<file path="src/verilog/lpb_led_timing_defs.vh">
`ifndef LPB_LED_TIMING_DEFS_VH
`define LPB_LED_TIMING_DEFS_VH

// register indices, byte address is four times the index
`define LPB_IDX_P1_PERIOD 10'h084
`define LPB_IDX_P2_PERIOD 10'h085
`define LPB_IDX_BR_PERIOD 10'h086
`define LPB_IDX_CONFIG 10'h088
`define LPB_IDX_CONTROL 10'h08A
`define LPB_IDX_STATUS 10'h08B

`define LPB_RST_P1_PERIOD 8'h20
`define LPB_RST_P2_PERIOD 8'h14
`define LPB_RST_BR_PERIOD 8'h5D
`define LPB_RST_CONFIG 8'h04
`define LPB_RST_CONTROL 8'h00

// field positions
`define LPB_PER_MSB 6
`define LPB_START_TRIG_BIT 7
`define LPB_RAMP_ALERT_BIT 6
`define LPB_CNT2_MSB 5
`define LPB_CNT2_LSB 3
`define LPB_CNT1_MSB 2
`define LPB_CNT1_LSB 0
`define LPB_SEL_MSB 1
`define LPB_SEL_LSB 0
`define LPB_DRIVE_BIT 2
`define LPB_LINK_BIT 3
`define LPB_ALERT_FLAG_BIT 0

// behavior select codes
`define LPB_BEH_DIRECT 2'h0
`define LPB_BEH_PULSE1 2'h1
`define LPB_BEH_PULSE2 2'h2
`define LPB_BEH_BREATHE 2'h3

// timing
`define LPB_TICK_MS 32
`define LPB_CLK_KHZ 100000

// axi responses
`define LPB_RESP_OKAY 2'h0
`define LPB_RESP_SLVERR 2'h2

`endif

</file>
<file path="src/verilog/lpb_led_timing.v">
// Added by the designer: the AXI4-Lite register port.
`timescale 1ns/1ns
`include "lpb_led_timing_defs.vh"

// Contract
// - pulse-1 period is field times 32 ms
// - setting zero acts as one, max 4064 ms
// - bit 7 picks touch or release start
// - pulse-2 period field, reset gives 640 ms
// - breathe period field, reset gives 2976 ms
// - short periods run at reachable shortest period
// - ramp-alert bit drives alert on completion
// - touch-started behaviors never raise alert
// - pulse-2 count code plus one, reset one
// - pulse-1 count code plus one, reset five
// - each pulse ramps up then down
// - pulse-2 pulses, then counted pulses after stop
// - breathe ramps each take half period
module lpb_led_timing
#(
   parameter ADDR_W = 12,
   parameter TICK_CYCLES = `LPB_TICK_MS * `LPB_CLK_KHZ
)
(
   input wire aclk,
   input wire aresetn,
   input wire [ADDR_W-1:0] s_axi_awaddr,
   input wire s_axi_awvalid,
   output wire s_axi_awready,
   input wire [31:0] s_axi_wdata,
   input wire [3:0] s_axi_wstrb,
   input wire s_axi_wvalid,
   output wire s_axi_wready,
   output wire [1:0] s_axi_bresp,
   output wire s_axi_bvalid,
   input wire s_axi_bready,
   input wire [ADDR_W-1:0] s_axi_araddr,
   input wire s_axi_arvalid,
   output wire s_axi_arready,
   output wire [31:0] s_axi_rdata,
   output wire [1:0] s_axi_rresp,
   output wire s_axi_rvalid,
   input wire s_axi_rready,
   input wire touch_in,
   output wire led_out,
   output wire alert_n
);

   localparam TICK_W = $clog2(TICK_CYCLES + 1);
   localparam [1:0] ST_IDLE = 2'h0;
   localparam [1:0] ST_RUN = 2'h1;
   localparam [1:0] ST_COUNT = 2'h2;

   // bus side registers
   reg awready_ff;
   reg wready_ff;
   reg bvalid_ff;
   reg [1:0] bresp_ff;
   reg arready_ff;
   reg rvalid_ff;
   reg [1:0] rresp_ff;
   reg [31:0] rdata_ff;
   reg aw_full_ff;
   reg w_full_ff;
   reg [ADDR_W-1:0] awaddr_ff;
   reg [7:0] wdata_ff;
   reg wlane0_ff;

   // software registers
   reg [7:0] p1_period_ff;
   reg [7:0] p2_period_ff;
   reg [7:0] br_period_ff;
   reg [7:0] config_ff;
   reg [7:0] control_ff;
   reg alert_flag_ff;
   reg alert_n_ff;

   // engine
   reg touch_meta_ff;
   reg touch_sync_ff;
   reg act_prev_ff;
   reg [TICK_W-1:0] div_cnt_ff;
   reg tick_ff;
   reg [1:0] state_ff;
   reg [6:0] per_ff;
   reg [6:0] pos_ff;
   reg [6:0] pwm_cnt_ff;
   reg [2:0] cnt_ff;
   reg host_run_ff;
   reg done_ff;
   reg led_out_ff;

   wire [1:0] led_behavior_select = control_ff[`LPB_SEL_MSB:`LPB_SEL_LSB];
   wire drive_bit = control_ff[`LPB_DRIVE_BIT];
   wire linked = control_ff[`LPB_LINK_BIT];
   wire pulse_start_on_release = p1_period_ff[`LPB_START_TRIG_BIT];
   wire [6:0] first_pulse_period_field = p1_period_ff[`LPB_PER_MSB:0];
   wire [6:0] second_pulse_period_field = p2_period_ff[`LPB_PER_MSB:0];
   wire [6:0] breath_period_field = br_period_ff[`LPB_PER_MSB:0];
   wire [2:0] first_pulse_repeat_count = config_ff[`LPB_CNT1_MSB:`LPB_CNT1_LSB];
   wire [2:0] second_pulse_repeat_count = config_ff[`LPB_CNT2_MSB:`LPB_CNT2_LSB];
   wire ramp_alert = config_ff[`LPB_RAMP_ALERT_BIT];

   // effective periods in ticks, zero reads as one
   wire [6:0] eff_p1 = (first_pulse_period_field == 7'h00) ? 7'h01 : first_pulse_period_field;
   wire [6:0] eff_p2 = (second_pulse_period_field == 7'h00) ? 7'h01 : second_pulse_period_field;
   wire [6:0] eff_br = (breath_period_field == 7'h00) ? 7'h01 : breath_period_field;

   wire act = linked ? touch_sync_ff : drive_bit;
   wire act_rise = act & ~act_prev_ff;
   wire act_fall = ~act & act_prev_ff;
   wire period_end = tick_ff && (pos_ff == per_ff - 7'h01);

   // triangle: up over first half, down over second half
   wire [7:0] dbl_pos = {pos_ff, 1'b0};
   wire [7:0] dbl_rem = {per_ff - pos_ff, 1'b0};
   wire [7:0] level = (dbl_pos <= {1'b0, per_ff}) ? dbl_pos : dbl_rem;

   wire [ADDR_W-3:0] wr_idx = awaddr_ff[ADDR_W-1:2];
   wire [ADDR_W-3:0] rd_idx = s_axi_araddr[ADDR_W-1:2];
   reg rd_hit;
   reg [7:0] rd_val;

   always @*
   begin
      rd_hit = 1'b1;
      rd_val = 8'h00;
      if (rd_idx == `LPB_IDX_P1_PERIOD)
         rd_val = p1_period_ff;
      else if (rd_idx == `LPB_IDX_P2_PERIOD)
         rd_val = p2_period_ff;
      else if (rd_idx == `LPB_IDX_BR_PERIOD)
         rd_val = br_period_ff;
      else if (rd_idx == `LPB_IDX_CONFIG)
         rd_val = config_ff;
      else if (rd_idx == `LPB_IDX_CONTROL)
         rd_val = control_ff;
      else if (rd_idx == `LPB_IDX_STATUS)
         rd_val = {3'h0, done_ff, host_run_ff, state_ff, alert_flag_ff};
      else
         rd_hit = 1'b0;
   end

   wire wr_go = aw_full_ff && w_full_ff && !bvalid_ff;
   wire wr_ok = (wr_idx == `LPB_IDX_P1_PERIOD) || (wr_idx == `LPB_IDX_P2_PERIOD) ||
                (wr_idx == `LPB_IDX_BR_PERIOD) || (wr_idx == `LPB_IDX_CONFIG) ||
                (wr_idx == `LPB_IDX_CONTROL) || (wr_idx == `LPB_IDX_STATUS);
   wire wr_en = wr_go && wlane0_ff;
   wire alert_clr = wr_en && (wr_idx == `LPB_IDX_STATUS) && wdata_ff[`LPB_ALERT_FLAG_BIT];

   always @(posedge aclk)
   begin
      if (!aresetn)
      begin
         awready_ff <= 1'b0;
         wready_ff <= 1'b0;
         bvalid_ff <= 1'b0;
         bresp_ff <= `LPB_RESP_OKAY;
         arready_ff <= 1'b0;
         rvalid_ff <= 1'b0;
         rresp_ff <= `LPB_RESP_OKAY;
         rdata_ff <= 32'h00000000;
         aw_full_ff <= 1'b0;
         w_full_ff <= 1'b0;
         awaddr_ff <= {ADDR_W{1'b0}};
         wdata_ff <= 8'h00;
         wlane0_ff <= 1'b0;
         p1_period_ff <= `LPB_RST_P1_PERIOD;
         p2_period_ff <= `LPB_RST_P2_PERIOD;
         br_period_ff <= `LPB_RST_BR_PERIOD;
         config_ff <= `LPB_RST_CONFIG;
         control_ff <= `LPB_RST_CONTROL;
         alert_flag_ff <= 1'b0;
         alert_n_ff <= 1'b1;
      end
      else
      begin
         // ready rises one cycle after reset, then after each response
         if (!aw_full_ff && !bvalid_ff && !awready_ff)
            awready_ff <= 1'b1;
         if (!w_full_ff && !bvalid_ff && !wready_ff)
            wready_ff <= 1'b1;
         if (s_axi_awvalid && awready_ff)
         begin
            awaddr_ff <= s_axi_awaddr;
            aw_full_ff <= 1'b1;
            awready_ff <= 1'b0;
         end
         if (s_axi_wvalid && wready_ff)
         begin
            wdata_ff <= s_axi_wdata[7:0];
            wlane0_ff <= s_axi_wstrb[0];
            w_full_ff <= 1'b1;
            wready_ff <= 1'b0;
         end
         if (wr_go)
         begin
            aw_full_ff <= 1'b0;
            w_full_ff <= 1'b0;
            bvalid_ff <= 1'b1;
            bresp_ff <= wr_ok ? `LPB_RESP_OKAY : `LPB_RESP_SLVERR;
            if (wr_en)
            begin
               if (wr_idx == `LPB_IDX_P1_PERIOD)
                  p1_period_ff <= wdata_ff;
               else if (wr_idx == `LPB_IDX_P2_PERIOD)
                  p2_period_ff <= {1'b0, wdata_ff[`LPB_PER_MSB:0]};
               else if (wr_idx == `LPB_IDX_BR_PERIOD)
                  br_period_ff <= {1'b0, wdata_ff[`LPB_PER_MSB:0]};
               else if (wr_idx == `LPB_IDX_CONFIG)
                  config_ff <= {1'b0, wdata_ff[`LPB_RAMP_ALERT_BIT:0]};
               else if (wr_idx == `LPB_IDX_CONTROL)
                  control_ff <= {4'h0, wdata_ff[`LPB_LINK_BIT:0]};
            end
         end
         if (bvalid_ff && s_axi_bready)
            bvalid_ff <= 1'b0;
         // completion set wins over a same-cycle clear
         alert_flag_ff <= (alert_flag_ff && !alert_clr) || done_ff;
         alert_n_ff <= !((alert_flag_ff && !alert_clr) || done_ff);
         if (!rvalid_ff && !arready_ff)
            arready_ff <= 1'b1;
         if (s_axi_arvalid && arready_ff)
         begin
            arready_ff <= 1'b0;
            rvalid_ff <= 1'b1;
            rdata_ff <= {24'h000000, rd_val};
            rresp_ff <= rd_hit ? `LPB_RESP_OKAY : `LPB_RESP_SLVERR;
         end
         if (rvalid_ff && s_axi_rready)
            rvalid_ff <= 1'b0;
      end
   end

   // 32 ms timebase
   always @(posedge aclk)
   begin
      if (!aresetn)
      begin
         div_cnt_ff <= {TICK_W{1'b0}};
         tick_ff <= 1'b0;
      end
      else if (div_cnt_ff == TICK_CYCLES[TICK_W-1:0] - 1'b1)
      begin
         div_cnt_ff <= {TICK_W{1'b0}};
         tick_ff <= 1'b1;
      end
      else
      begin
         div_cnt_ff <= div_cnt_ff + 1'b1;
         tick_ff <= 1'b0;
      end
   end

   // behavior engine; period and pulse-1 count are captured at start, pulse-2 count at stop; select and ramp alert are read live
   always @(posedge aclk)
   begin
      if (!aresetn)
      begin
         touch_meta_ff <= 1'b0;
         touch_sync_ff <= 1'b0;
         act_prev_ff <= 1'b0;
         state_ff <= ST_IDLE;
         per_ff <= 7'h01;
         pos_ff <= 7'h00;
         pwm_cnt_ff <= 7'h00;
         cnt_ff <= 3'h0;
         host_run_ff <= 1'b0;
         done_ff <= 1'b0;
         led_out_ff <= 1'b0;
      end
      else
      begin
         touch_meta_ff <= touch_in;
         touch_sync_ff <= touch_meta_ff;
         act_prev_ff <= act;
         done_ff <= 1'b0;
         // pwm frame follows the period so the ramp needs no divider;
         // short periods give coarse steps but never stall
         if (pwm_cnt_ff >= per_ff - 7'h01)
            pwm_cnt_ff <= 7'h00;
         else
            pwm_cnt_ff <= pwm_cnt_ff + 7'h01;
         if (state_ff != ST_IDLE && tick_ff)
            pos_ff <= period_end ? 7'h00 : pos_ff + 7'h01;
         case (state_ff)
            ST_IDLE:
            begin
               pos_ff <= 7'h00;
               host_run_ff <= !linked;
               if (led_behavior_select == `LPB_BEH_PULSE1)
               begin
                  if (pulse_start_on_release ? act_fall : act_rise)
                  begin
                     per_ff <= eff_p1;
                     cnt_ff <= first_pulse_repeat_count;
                     state_ff <= ST_COUNT;
                  end
               end
               else if (led_behavior_select == `LPB_BEH_PULSE2)
               begin
                  if (act_rise)
                  begin
                     per_ff <= eff_p2;
                     state_ff <= ST_RUN;
                  end
               end
               else if (led_behavior_select == `LPB_BEH_BREATHE)
               begin
                  if (act_rise)
                  begin
                     per_ff <= eff_br;
                     state_ff <= ST_RUN;
                  end
               end
               else if (act_fall)
                  done_ff <= !linked && ramp_alert;
            end
            ST_RUN:
            begin
               if (!act)
               begin
                  if (led_behavior_select == `LPB_BEH_PULSE2)
                  begin
                     cnt_ff <= second_pulse_repeat_count;
                     pos_ff <= 7'h00;
                     state_ff <= ST_COUNT;
                  end
                  else
                  begin
                     state_ff <= ST_IDLE;
                     done_ff <= host_run_ff && ramp_alert;
                  end
               end
            end
            ST_COUNT:
            begin
               if (period_end)
               begin
                  if (cnt_ff == 3'h0)
                  begin
                     state_ff <= ST_IDLE;
                     done_ff <= host_run_ff && ramp_alert;
                  end
                  else
                     cnt_ff <= cnt_ff - 3'h1;
               end
            end
            default:
               state_ff <= ST_IDLE;
         endcase
         if (state_ff == ST_IDLE)
            led_out_ff <= (led_behavior_select == `LPB_BEH_DIRECT) && act;
         else
            led_out_ff <= ({1'b0, pwm_cnt_ff} < level);
      end
   end

   assign s_axi_awready = awready_ff;
   assign s_axi_wready = wready_ff;
   assign s_axi_bresp = bresp_ff;
   assign s_axi_bvalid = bvalid_ff;
   assign s_axi_arready = arready_ff;
   assign s_axi_rdata = rdata_ff;
   assign s_axi_rresp = rresp_ff;
   assign s_axi_rvalid = rvalid_ff;
   assign led_out = led_out_ff;
   assign alert_n = alert_n_ff;
endmodule

</file>
<file path="config.mk">
export PLATFORM = sky130hd
export DESIGN_NAME = lpb_led_timing
export DESIGN_NICKNAME = d
export VERILOG_FILES = /design/src/verilog/lpb_led_timing.v
export VERILOG_INCLUDE_DIRS = /design/src /design/src/verilog
export SDC_FILE = /design/constraint.sdc
export NUM_CORES = 1
export LEC_CHECK = 0
export ABC_AREA = 1
export BUFFER_PORTS_ARGS = -buffer_cell sky130_fd_sc_hd__clkbuf_2
export CAP_MARGIN = 20
export CORE_ASPECT_RATIO = 0.5
export CORE_MARGIN = 8
export CORE_UTILIZATION = 40
export DETAILED_ROUTE_END_ITERATION = 12
export PLACE_DENSITY = 0.63
export SETUP_SLACK_MARGIN = 0.02
export SLEW_MARGIN = 20
export SYNTH_ARGS = -nofsm -noshare
export SYNTH_HDL_FRONTEND = slang
export SYNTH_SLANG_ARGS = --single-unit
</file>
<file path="constraint.sdc">
create_clock -name aclk -period 4.5 [get_ports aclk]
set_clock_uncertainty 0.15 [all_clocks]
set_input_delay 0.45 -clock aclk [delete_from_list [all_inputs] [get_ports aclk]]
set_output_delay 0.45 -clock aclk [all_outputs]
set_load 0.01 [all_outputs]
</file>
-- Word-level counts from Yosys, hierarchy flattened
Index checks and enable logic that the tools add are counted.
- latch bits: 0
- memories kept: 0
- ROM bits: 0
- memory bits (writable): 0
- output and inout bits: 43
- input port bits: 68
- register bits: 130
- $lt $le $gt $ge: 3
- reduce and logical (&&, ||, !) cells: 62
- $mul: 0
- equal/unequal tests: 31
- add/subtract/negate cells: 6
- bitwise logic cells: 9
- multiplexer cells: 59
- shift-type cells: 0
- divide/modulo/power cells: 0
- operators by type and width (kind ; count):
    $eq A10 B8 Y1 const B ; 12
    $mux W7 ; 16
    $add A22 B1 Y22 const B ; 1
    $eq A22 B22 Y1 const B ; 1
    $mux W2 ; 11
    $logic_and A1 B1 Y1 ; 21
    $logic_not A7 Y1 ; 3
    $mux W1 ; 18
    $mux W3 ; 6
    $mux W8 ; 2
    $reduce_or A2 Y1 ; 8
    $reduce_and A5 Y1 ; 3
    $add A7 B1 Y7 const B ; 2
    $ne A2 B2 Y1 const B ; 7
    $pmux W7 S2 ; 1
    $reduce_and A7 Y1 ; 2
    $logic_not A1 Y1 ; 10
    $mux W5 ; 2
    $ne A3 B3 Y1 const B ; 3
    $pmux W3 S3 ; 1
    $le A8 B7 Y1 ; 1
    $lt A7 B8 Y1 ; 1
    $eq A7 B7 Y1 ; 1
    $ge A7 B7 Y1 ; 1
    other kinds (19) ; 36

-- Logic depth before layout (Yosys ltp)
Gate-level depths: netlist (run 1).
- word-level depth: 9
- mapped depth: 17
- mapped depth without buffers: 17

-- Worst setup path before layout (run 1)
OpenSTA, ideal clock, no wires.
- path type: flip-flop to flip-flop
- from: register per_ff[3]
- to: register led_out_ff, in the netlist led_out
- arrival time: 2052 ps
- setup slack: 2166 ps
- cell stages (with the launch flop): 17
- buffers on the path: 0
- setup time: 132 ps
- cell sequence: dfxtp_1 > inv_1 > ha_1 > a21oi_1 > nand2_1 > nand2_1 > nand2_1 > nand2_1 > inv_1 > nand2_1 > o21ai_0 > ha_1 > o21ai_0 > nor2_1 > nand2_1 > nand2_1 > a21oi_1
- longest elaborated chain between the ends: 4
- elaborated cells on any way between the ends: 5
- ends and longest elaborated chain (element ; line ; RTL):
    start: declaration ; lpb_led_timing.v:85 ; reg [6:0] per_ff;
    start signal: assignment ; lpb_led_timing.v:295 ; per_ff <= eff_p1;
    start signal: assignment ; lpb_led_timing.v:304 ; per_ff <= eff_p2;
    start signal: assignment ; lpb_led_timing.v:312 ; per_ff <= eff_br;
    $sub A7 B7 Y7 / $le A8 B7 Y1 (equally long branches) ; lpb_led_timing.v:116, lpb_led_timing.v:117 ;
    $mux W8 (*) ; lpb_led_timing.v:117 ; wire [7:0] level = (dbl_pos <= {1'b0, per_ff}) ? dbl_pos : dbl_rem;
    $lt A7 B8 Y1 (*) ; lpb_led_timing.v:355 ; led_out_ff <= ({1'b0, pwm_cnt_ff} < level);
    $mux W1 (*) ; lpb_led_timing.v:352 ; if (state_ff == ST_IDLE)
    end signal: assignment ; lpb_led_timing.v:353 ; led_out_ff <= (led_behavior_select == `LPB_BEH_DIRECT) && act;
    end signal: assignment ; lpb_led_timing.v:355 ;
    end: declaration ; lpb_led_timing.v:91 ; reg led_out_ff;
Mark *: on every way between the ends. The rest lies on a longest branch, timed or not.
A chain may end at the register's enable or synchronous reset.

-- Worst setup path after layout (run 1)
Same ends and word-level chain as after synthesis.

==> run_results.csv, run 1 <==
group,metric,value,unit
logic_synthesis,synth_seq_cells,126,
power,p_leak,3.39,nW
final_layout,drive_gt1_share,11.2,%
global_routing,overflow,0,
power,p_int,0.00207,W
critical_path,path_class,"flop to flop",
clocking,cts_made_buffers,17,
logic_synthesis,syn_area_per_cell,7.09,sq um
global_routing,antenna_found_initial,0,
global_routing,grt_pass1_wl,29100,um
global_routing,grt_use_total,15.9,%
routing,postRouteAntennaNets,0,
logic_synthesis,synthAdderAreaFrac,7.46,%
job,max-cap-violations,0,
placed_design,gp_congestion,0.908,
routing,vias_per_cell,5.00,
routing,wl,17700,um
power,powerDensity,343,nW/um^2
logic_synthesis,synth_area,6970,sq um
logic_synthesis,synth_mux_area_share,0,%
clocking,path_clk_slew,60,ps
routing,first_iter_violations,460,
critical_path,cp_data_required_time,4600,ps
logic_synthesis,ys_seq_area_share,36.2,%
timing,fin_crit_sh,61.1,%
logic_synthesis,synth_top_family_by_area,"simple AND/OR/NAND/NOR gates",
clocking,cts.sinks,126,
timing,rsz0062_at_grt,"no",
clocking,cts_root_buf,"clkbuf_16",
critical_path,worstSetupStartpointType,"flop",
hold_path,hold_path_class,"input pin to flop",
timing,fmax,364,MHz
logic_synthesis,yosys.area_share.simple,27.1,%
final_layout,diodes,0,
routing,drc,0,
critical_path,crit_fanout,10,
die,design.die.area,22200,sq um
timing,setup_viol,0,
logic_synthesis,yosysUniqueCellTypes,44,
timing,setup_tns,0,ps
die,initial_core_util,40.5,%
final_layout,final_cell_mix,"nand2_1 (174), inv_1 (127), dfxtp_1 (126), nor2_1 (109), o21ai_0 (85)",
die,dieHeight,109,um
power,pwr-share-seq,42.4,%
die,rows,34,
final_layout,syn_to_final_growth,14.2,%
logic_synthesis,synth_xor_area_share,2.14,%
power,switching_share,24.0,%
final_layout,finalNetCount,1143,
critical_path,cp-end-kind,"flop",
clocking,cts-htree-levels,4,
timing,slew_violations,0,
power,p_comb_share,4.7,%
clocking,postCtsSetupBuffers,0,
clocking,postCtsResizedCells,0,
critical_path,crit_arrival,2840,ps
logic_synthesis,synth-compound-area-share,16.2,%
logic_synthesis,ys.warnings.count,0,
final_layout,layout.cells.most_common,"nand2_1",
die,core_area,17200,sq um
placed_design,port_buffers,53,
global_routing,grt_pass1_vias,6057,
clocking,clk_path_buf_depth,2,
routing,vias,6409,
die,ios,111,
final_layout,final_core_util,46.2,%
clocking,cts-hold-fix-buffers,0,
timing,hold_viol,0,
routing,firstDrtPassIters,6,
timing,max_slew_margin,32.8,%
routing,routedWlPerCell,13.8,um
timing,hold_ws,70.7,ps
power,power.share.clock,52.9,%
timing,timing.final.crit_period,2750,ps
timing,worst_pin_slew,1010,ps
clocking,clk_latency,410,ps
logic_synthesis,synthCells,983,
clocking,cts_tree,"built",
power,power.switching,0.000657,W
global_routing,grt_max_degree,70,
placed_design,dpl.hpwl,13200,um
die,dieWidth,203,um
power,ir_drop,0.252,mV
run_status,status,"finished clean",
cells in the mapped netlist:
cell | n | area, sq um
a211oi_1 | 9 | 67.6
a21boi_0 | 1 | 7.51
a21oi_1 | 78 | 390
a31oi_1 | 6 | 37.5
buf_2 | 2 | 10.0
buf_4 | 26 | 195
clkbuf_1 | 19 | 71.3
conb_1 | 1 | 3.75
dfxtp_1 | 126 | 2520
fa_1 | 1 | 20.0
ha_1 | 40 | 500
inv_1 | 127 | 477
inv_2 | 2 | 7.51
nand2_1 | 174 | 653
nand2_2 | 1 | 6.26
nand2_4 | 1 | 11.3
nand3_1 | 48 | 240
nand3_2 | 3 | 30.0
nand3_4 | 1 | 17.5
nand3b_1 | 3 | 22.5
nand4_1 | 15 | 93.8
nor2_1 | 109 | 409
nor2_2 | 8 | 50.1
nor2_4 | 1 | 11.3
nor3_1 | 23 | 115
nor3_2 | 3 | 30.0
nor3_4 | 2 | 32.5
nor3b_1 | 6 | 45.0
nor4_1 | 8 | 50.1
nor4_2 | 1 | 12.5
o211ai_1 | 16 | 120
o21a_1 | 1 | 7.51
o21ai_0 | 85 | 425
o21ai_1 | 2 | 10.0
o21ai_2 | 2 | 17.5
o221ai_1 | 1 | 8.76
o22ai_1 | 2 | 12.5
o311ai_0 | 1 | 8.76
o31ai_1 | 1 | 7.51
o41ai_1 | 1 | 8.76
or2_0 | 1 | 6.26
or2_2 | 8 | 50.1
xnor2_1 | 5 | 43.8
xor2_1 | 12 | 105
layout make-up:
cell class | count | area, sq um
Fill cell | 1749 | 9270
Multi-Input combinational cell | 706 | 3780
Sequential cell | 126 | 2520
Inverter | 129 | 484
Clock buffer | 20 | 447
Tap cell | 234 | 293
Timing Repair Buffer | 54 | 273
Clock inverter | 12 | 160
worst paths after layout:
check / depth (start not counted) / end / startpoint / slack [ps]
setup / recovery: 16 / led_out / per_ff[3] / 1750
hold / removal: 2 / s_axi_rvalid / s_axi_rready / 70
hold reg to reg: 2 / touch_sync_ff / touch_meta_ff / 270
setup reg to reg: 16 / led_out / per_ff[3] / 1750
flip-flops by register name, indices dropped and copies added (netlist names), 8 cells and up:
name	count
awaddr_ff	10
div_cnt_ff	22
p1_period_ff	8
s_axi_rdata	8
wdata_ff	8
critical path, cell delays in order, from the launching register on:
cell     delay [ps]
dfxtp_1         430
inv_1           130
ha_1            340
a21oi_1         170
nand2_1          60
nand2_1          60
nand2_1          70
nand2_1         240
inv_1           130
nand2_1          80
o21ai_0          80
ha_1            280
o21ai_0         100
nor2_1          110
nand2_1          60
nand2_1          60
a21oi_1          50
routing by layer:
metal / vias up / GRT usage, % / share of wire, %
met5: - / 0 / 0
met4: 0 / 5.30 / 1.4
met3: 26 / 3.29 / 4.4
met2: 141 / 26.0 / 45
met1: 2939 / 20.9 / 49
li1: 3303 / - / -
kinds of logic after synthesis:
logic type,count (synthesis)
and+or+nand+nor,416
buffers and inverters,176
AOI/OAI and AO/OA,206
xor gates and xnor gates,17
other,1
adders and majority gates,41
DFF,126
power by group through the flow:
stage / Combinational (W) / Sequential [W] / Clock [W]
finish: 0.000129 / 0.00116 / 0.00144
global route: 0.000147 / 0.00116 / 0.00151
detailed placement: 0.000128 / 0.00118 / 0
CTS: 0.000129 / 0.00116 / 0.00146
global placement: 0.000126 / 0.00118 / 0
floorplan: 0.0000989 / 0.00118 / 0
metrics by stage:
stage | instances | instance area, sq um | power (W) | setup WS, ps
after floorplan | 1008 | 7070 | 0.00128 | 2170
after global placement | 1249 | 7360 | 0.00131 | 1810
after detailed placement | 1249 | 7360 | 0.00131 | 1760
after CTS | 1281 | 7960 | 0.00275 | 1760
after global routing | 1281 | 7960 | 0.00282 | 1540
final | 1281 | 7960 | 0.00273 | 1750
Note: power is estimated with default switching activity, not from simulation.
==> run 2: changes to the inputs <==
--- a/config.mk
+++ b/config.mk
@@ -13,7 +13,7 @@
 export CORE_MARGIN = 8
 export CORE_UTILIZATION = 40
 export DETAILED_ROUTE_END_ITERATION = 12
-export PLACE_DENSITY = 0.63
+export PLACE_DENSITY = 0.65
 export SETUP_SLACK_MARGIN = 0.02
 export SLEW_MARGIN = 20
 export SYNTH_ARGS = -nofsm -noshare
==> constraint.sdc (replaced) <==
create_clock -name aclk -period 2.3 [get_ports aclk]
set_clock_uncertainty 0.15 [all_clocks]
set_input_delay 0.23 -clock aclk [delete_from_list [all_inputs] [get_ports aclk]]
set_output_delay 0.23 -clock aclk [all_outputs]
set_load 0.01 [all_outputs]
==> run 2 against run 1 <==
  * The flow now finishes with violations (negative setup slack)
  * Core utilization rose by 5.2 points
  * Critical path depth fell by 3
  * Clock power rose by 88%
  * Largest power group unchanged
  * Critical endpoint unchanged
  * Non-clock buffer count rose by 85
  * Combinational power rose by 120%
  * Cell count rose by 6.7%
==> run_results.csv, run 2 (synthesis results as in run 1) <==
group,metric,value,unit
run_status,status,"finished with violations",
run_status,violations,"negative setup slack",
routing,vias_per_cell,5.05,
die,dieHeight,109,um
final_layout,diodes,0,
die,ios,111,
clocking,cts_tree,"built",
routing,first_iter_violations,512,
critical_path,crit_chain,"inv_2 > ha_4 > inv_2 > fa_2 > a31oi_2 > xnor2_1 > o21ai_1 > ha_1 > a21oi_2 > nor2_1 > nor2_1 > nand2_1 > a21oi_1",
timing,slew_violations,0,
routing,postRouteAntennaNets,0,
hold_path,worstHoldPathCells,4,
final_layout,syn_to_final_growth,27.1,%
global_routing,antenna_found_initial,0,
critical_path,rr_worst_depth,13,
global_routing,grt_use_total,17.1,%
routing,firstDrtPassIters,5,
timing,setup_slack,-32.7,ps
die,initial_core_util,40.5,%
power,ir_drop,0.452,mV
final_layout,largest_reg_flops,22,
die,design.die.area,22200,sq um
power,powerDensity,594,nW/um^2
die,dieWidth,203,um
final_layout,finalNetCount,1229,
timing,fmax,429,MHz
clocking,cts_made_buffers,17,
final_layout,fin_area,8860,sq um
critical_path,max_stage_delay,400,ps
global_routing,grt_pass1_vias,6484,
critical_path,reg2reg_from,"per_ff[0]",
clocking,cts_root_buf,"clkbuf_16",
routing,drc,0,
clocking,cts.sinks,126,
global_routing,grt_max_degree,44,
clocking,clk_path_buf_depth,2,
die,rows,34,
final_layout,top_regs,"div_cnt_ff (22), awaddr_ff (10)",
timing,rsz0062_at_grt,"yes",
critical_path,path_class,"flop to flop",
job,max-cap-violations,0,
routing,routedWlPerCell,14.2,um
final_layout,drive_gt1_share,20.4,%
final_layout,layout.cells.most_common,"nand2_1",
global_routing,grt_pass1_wl,31200,um
critical_path,cp-end-kind,"flop",
critical_path,r2r_slack,-30,ps
timing,fin_crit_sh,101,%
timing,max_slew_margin,62.0,%
clocking,path_clk_slew,60,ps
placed_design,port_buffers,53,
timing,hold_viol,0,
final_layout,largest_register,"div_cnt_ff",
final_layout,final_core_util,51.5,%
placed_design,dp_slack,-112,ps
timing,hold_ws,103,ps
placed_design,dpl-instance-area,7750,sq um
critical_path,crit_fanout,2,
critical_path,worstSetupStartpointType,"flop",
critical_path,cp_data_required_time,2500,ps
placed_design,dpl.hpwl,14400,um
hold_path,min_delay_worst_endpoint,"s_axi_rdata[5]",
global_routing,overflow,0,
timing,timing.final.crit_period,2330,ps
hold_path,hold_start,"s_axi_arvalid",
critical_path,cp_slowest_cell,"fa_2",
critical_path,r2r-end,"led_out",
timing,worst_pin_slew,567,ps
clocking,cts-htree-levels,4,
routing,vias,6902,
hold_path,hold_path_class,"input pin to flop",
routing,wl,19400,um
die,core_area,17200,sq um
clocking,clk_latency,420,ps
final_layout,final_cell_mix,"nand2_1 (167), inv_1 (122), dfxtp_1 (118), nor2_1 (103), o21ai_0 (80)",
power,p_leak,3.80,nW
critical_path,crit_arrival,2530,ps
placed_design,gp_congestion,0.939,
timing,setup_viol,1,
[run 2: cell types whose count changed in the layout (fill, tap and decap cells not counted), moves of 7 or more]
cell and delta:
dfxtp_1 -8, buf_4 +60, nand2_2 +7, dfxtp_2 +8, nand2_1 -7, dlygate4sd3_1 +22
[run 2: power by group]
| part | switching, W | leakage, nW | total (W) | internal (W) |
|---|---|---|---|---|
| logic | 0.000180 | 2.49 | 0.000290 | 0.000110 |
| clock network | 0.00117 | 0.285 | 0.00271 | 0.00154 |
| registers | 0.0000359 | 1.03 | 0.00227 | 0.00223 |
| total | 0.00139 | 3.80 | 0.00527 | 0.00388 |
[run 2: layout make-up]
class / instances / area, sq um
Multi-Input combinational cell: 707 / 3990
Timing Repair Buffer: 139 / 977
Clock inverter: 15 / 165
Fill cell: 1675 / 8360
Inverter: 129 / 484
Clock buffer: 17 / 425
Tap cell: 234 / 293
Sequential cell: 126 / 2530
[run 2: routing by layer]
metal | track usage [%] | up-vias | wire, um
met5 | 0 | - | 0
li1 | - | 3481 | -
met4 | 7.26 | 0 | 565
met3 | 3.97 | 58 | 1200
met2 | 28.3 | 247 | 8650
met1 | 21.6 | 3116 | 8940
[run 2: how the worst max path moves through the flow]
| stage | startpoint | end | slack [ps] |
|---|---|---|---|
| finish | per_ff[0] | led_out | -30 |
| global route | pos_ff[1] | led_out | -180 |
| CTS | per_ff[0] | led_out | -60 |
| detailed placement | per_ff[2] | led_out | -110 |
| global placement | per_ff[0] | led_out | -90 |
| floorplan | per_ff[0] | led_out | 30 |
[run 2: worst max-delay path: cells and delay by family (launching register included)]
kind                       cells  cell delay, ps
DFF                            1             320
adders and majority gates      3             830
xor gates and xnor gates       1             140
AOI/OAI and AO/OA              4             500
buffers and inverters          2             120
and+or+nand+nor                3             210
[run 2: per-stage QoR]
step	std cells	TNS (ps)	power, W
after detailed placement	1300	-321	0.00257
after global routing	1367	-923	0.00546
after global placement	1300	-85.1	0.00257
final	1367	-32.7	0.00527
after CTS	1363	-144	0.00531
after floorplan	1008	0	0.00250
[run 2: timing repair]
action / in CTS / in global routing
cloned: 1 / 0
hold endpoints to repair: 22 / 0
buffers inserted: 8 / 5
gates resized for setup: 24 / 37
pin swaps: 16 / 19
hold buffers: 22 / 0
setup endpoints to repair: 8 / 28
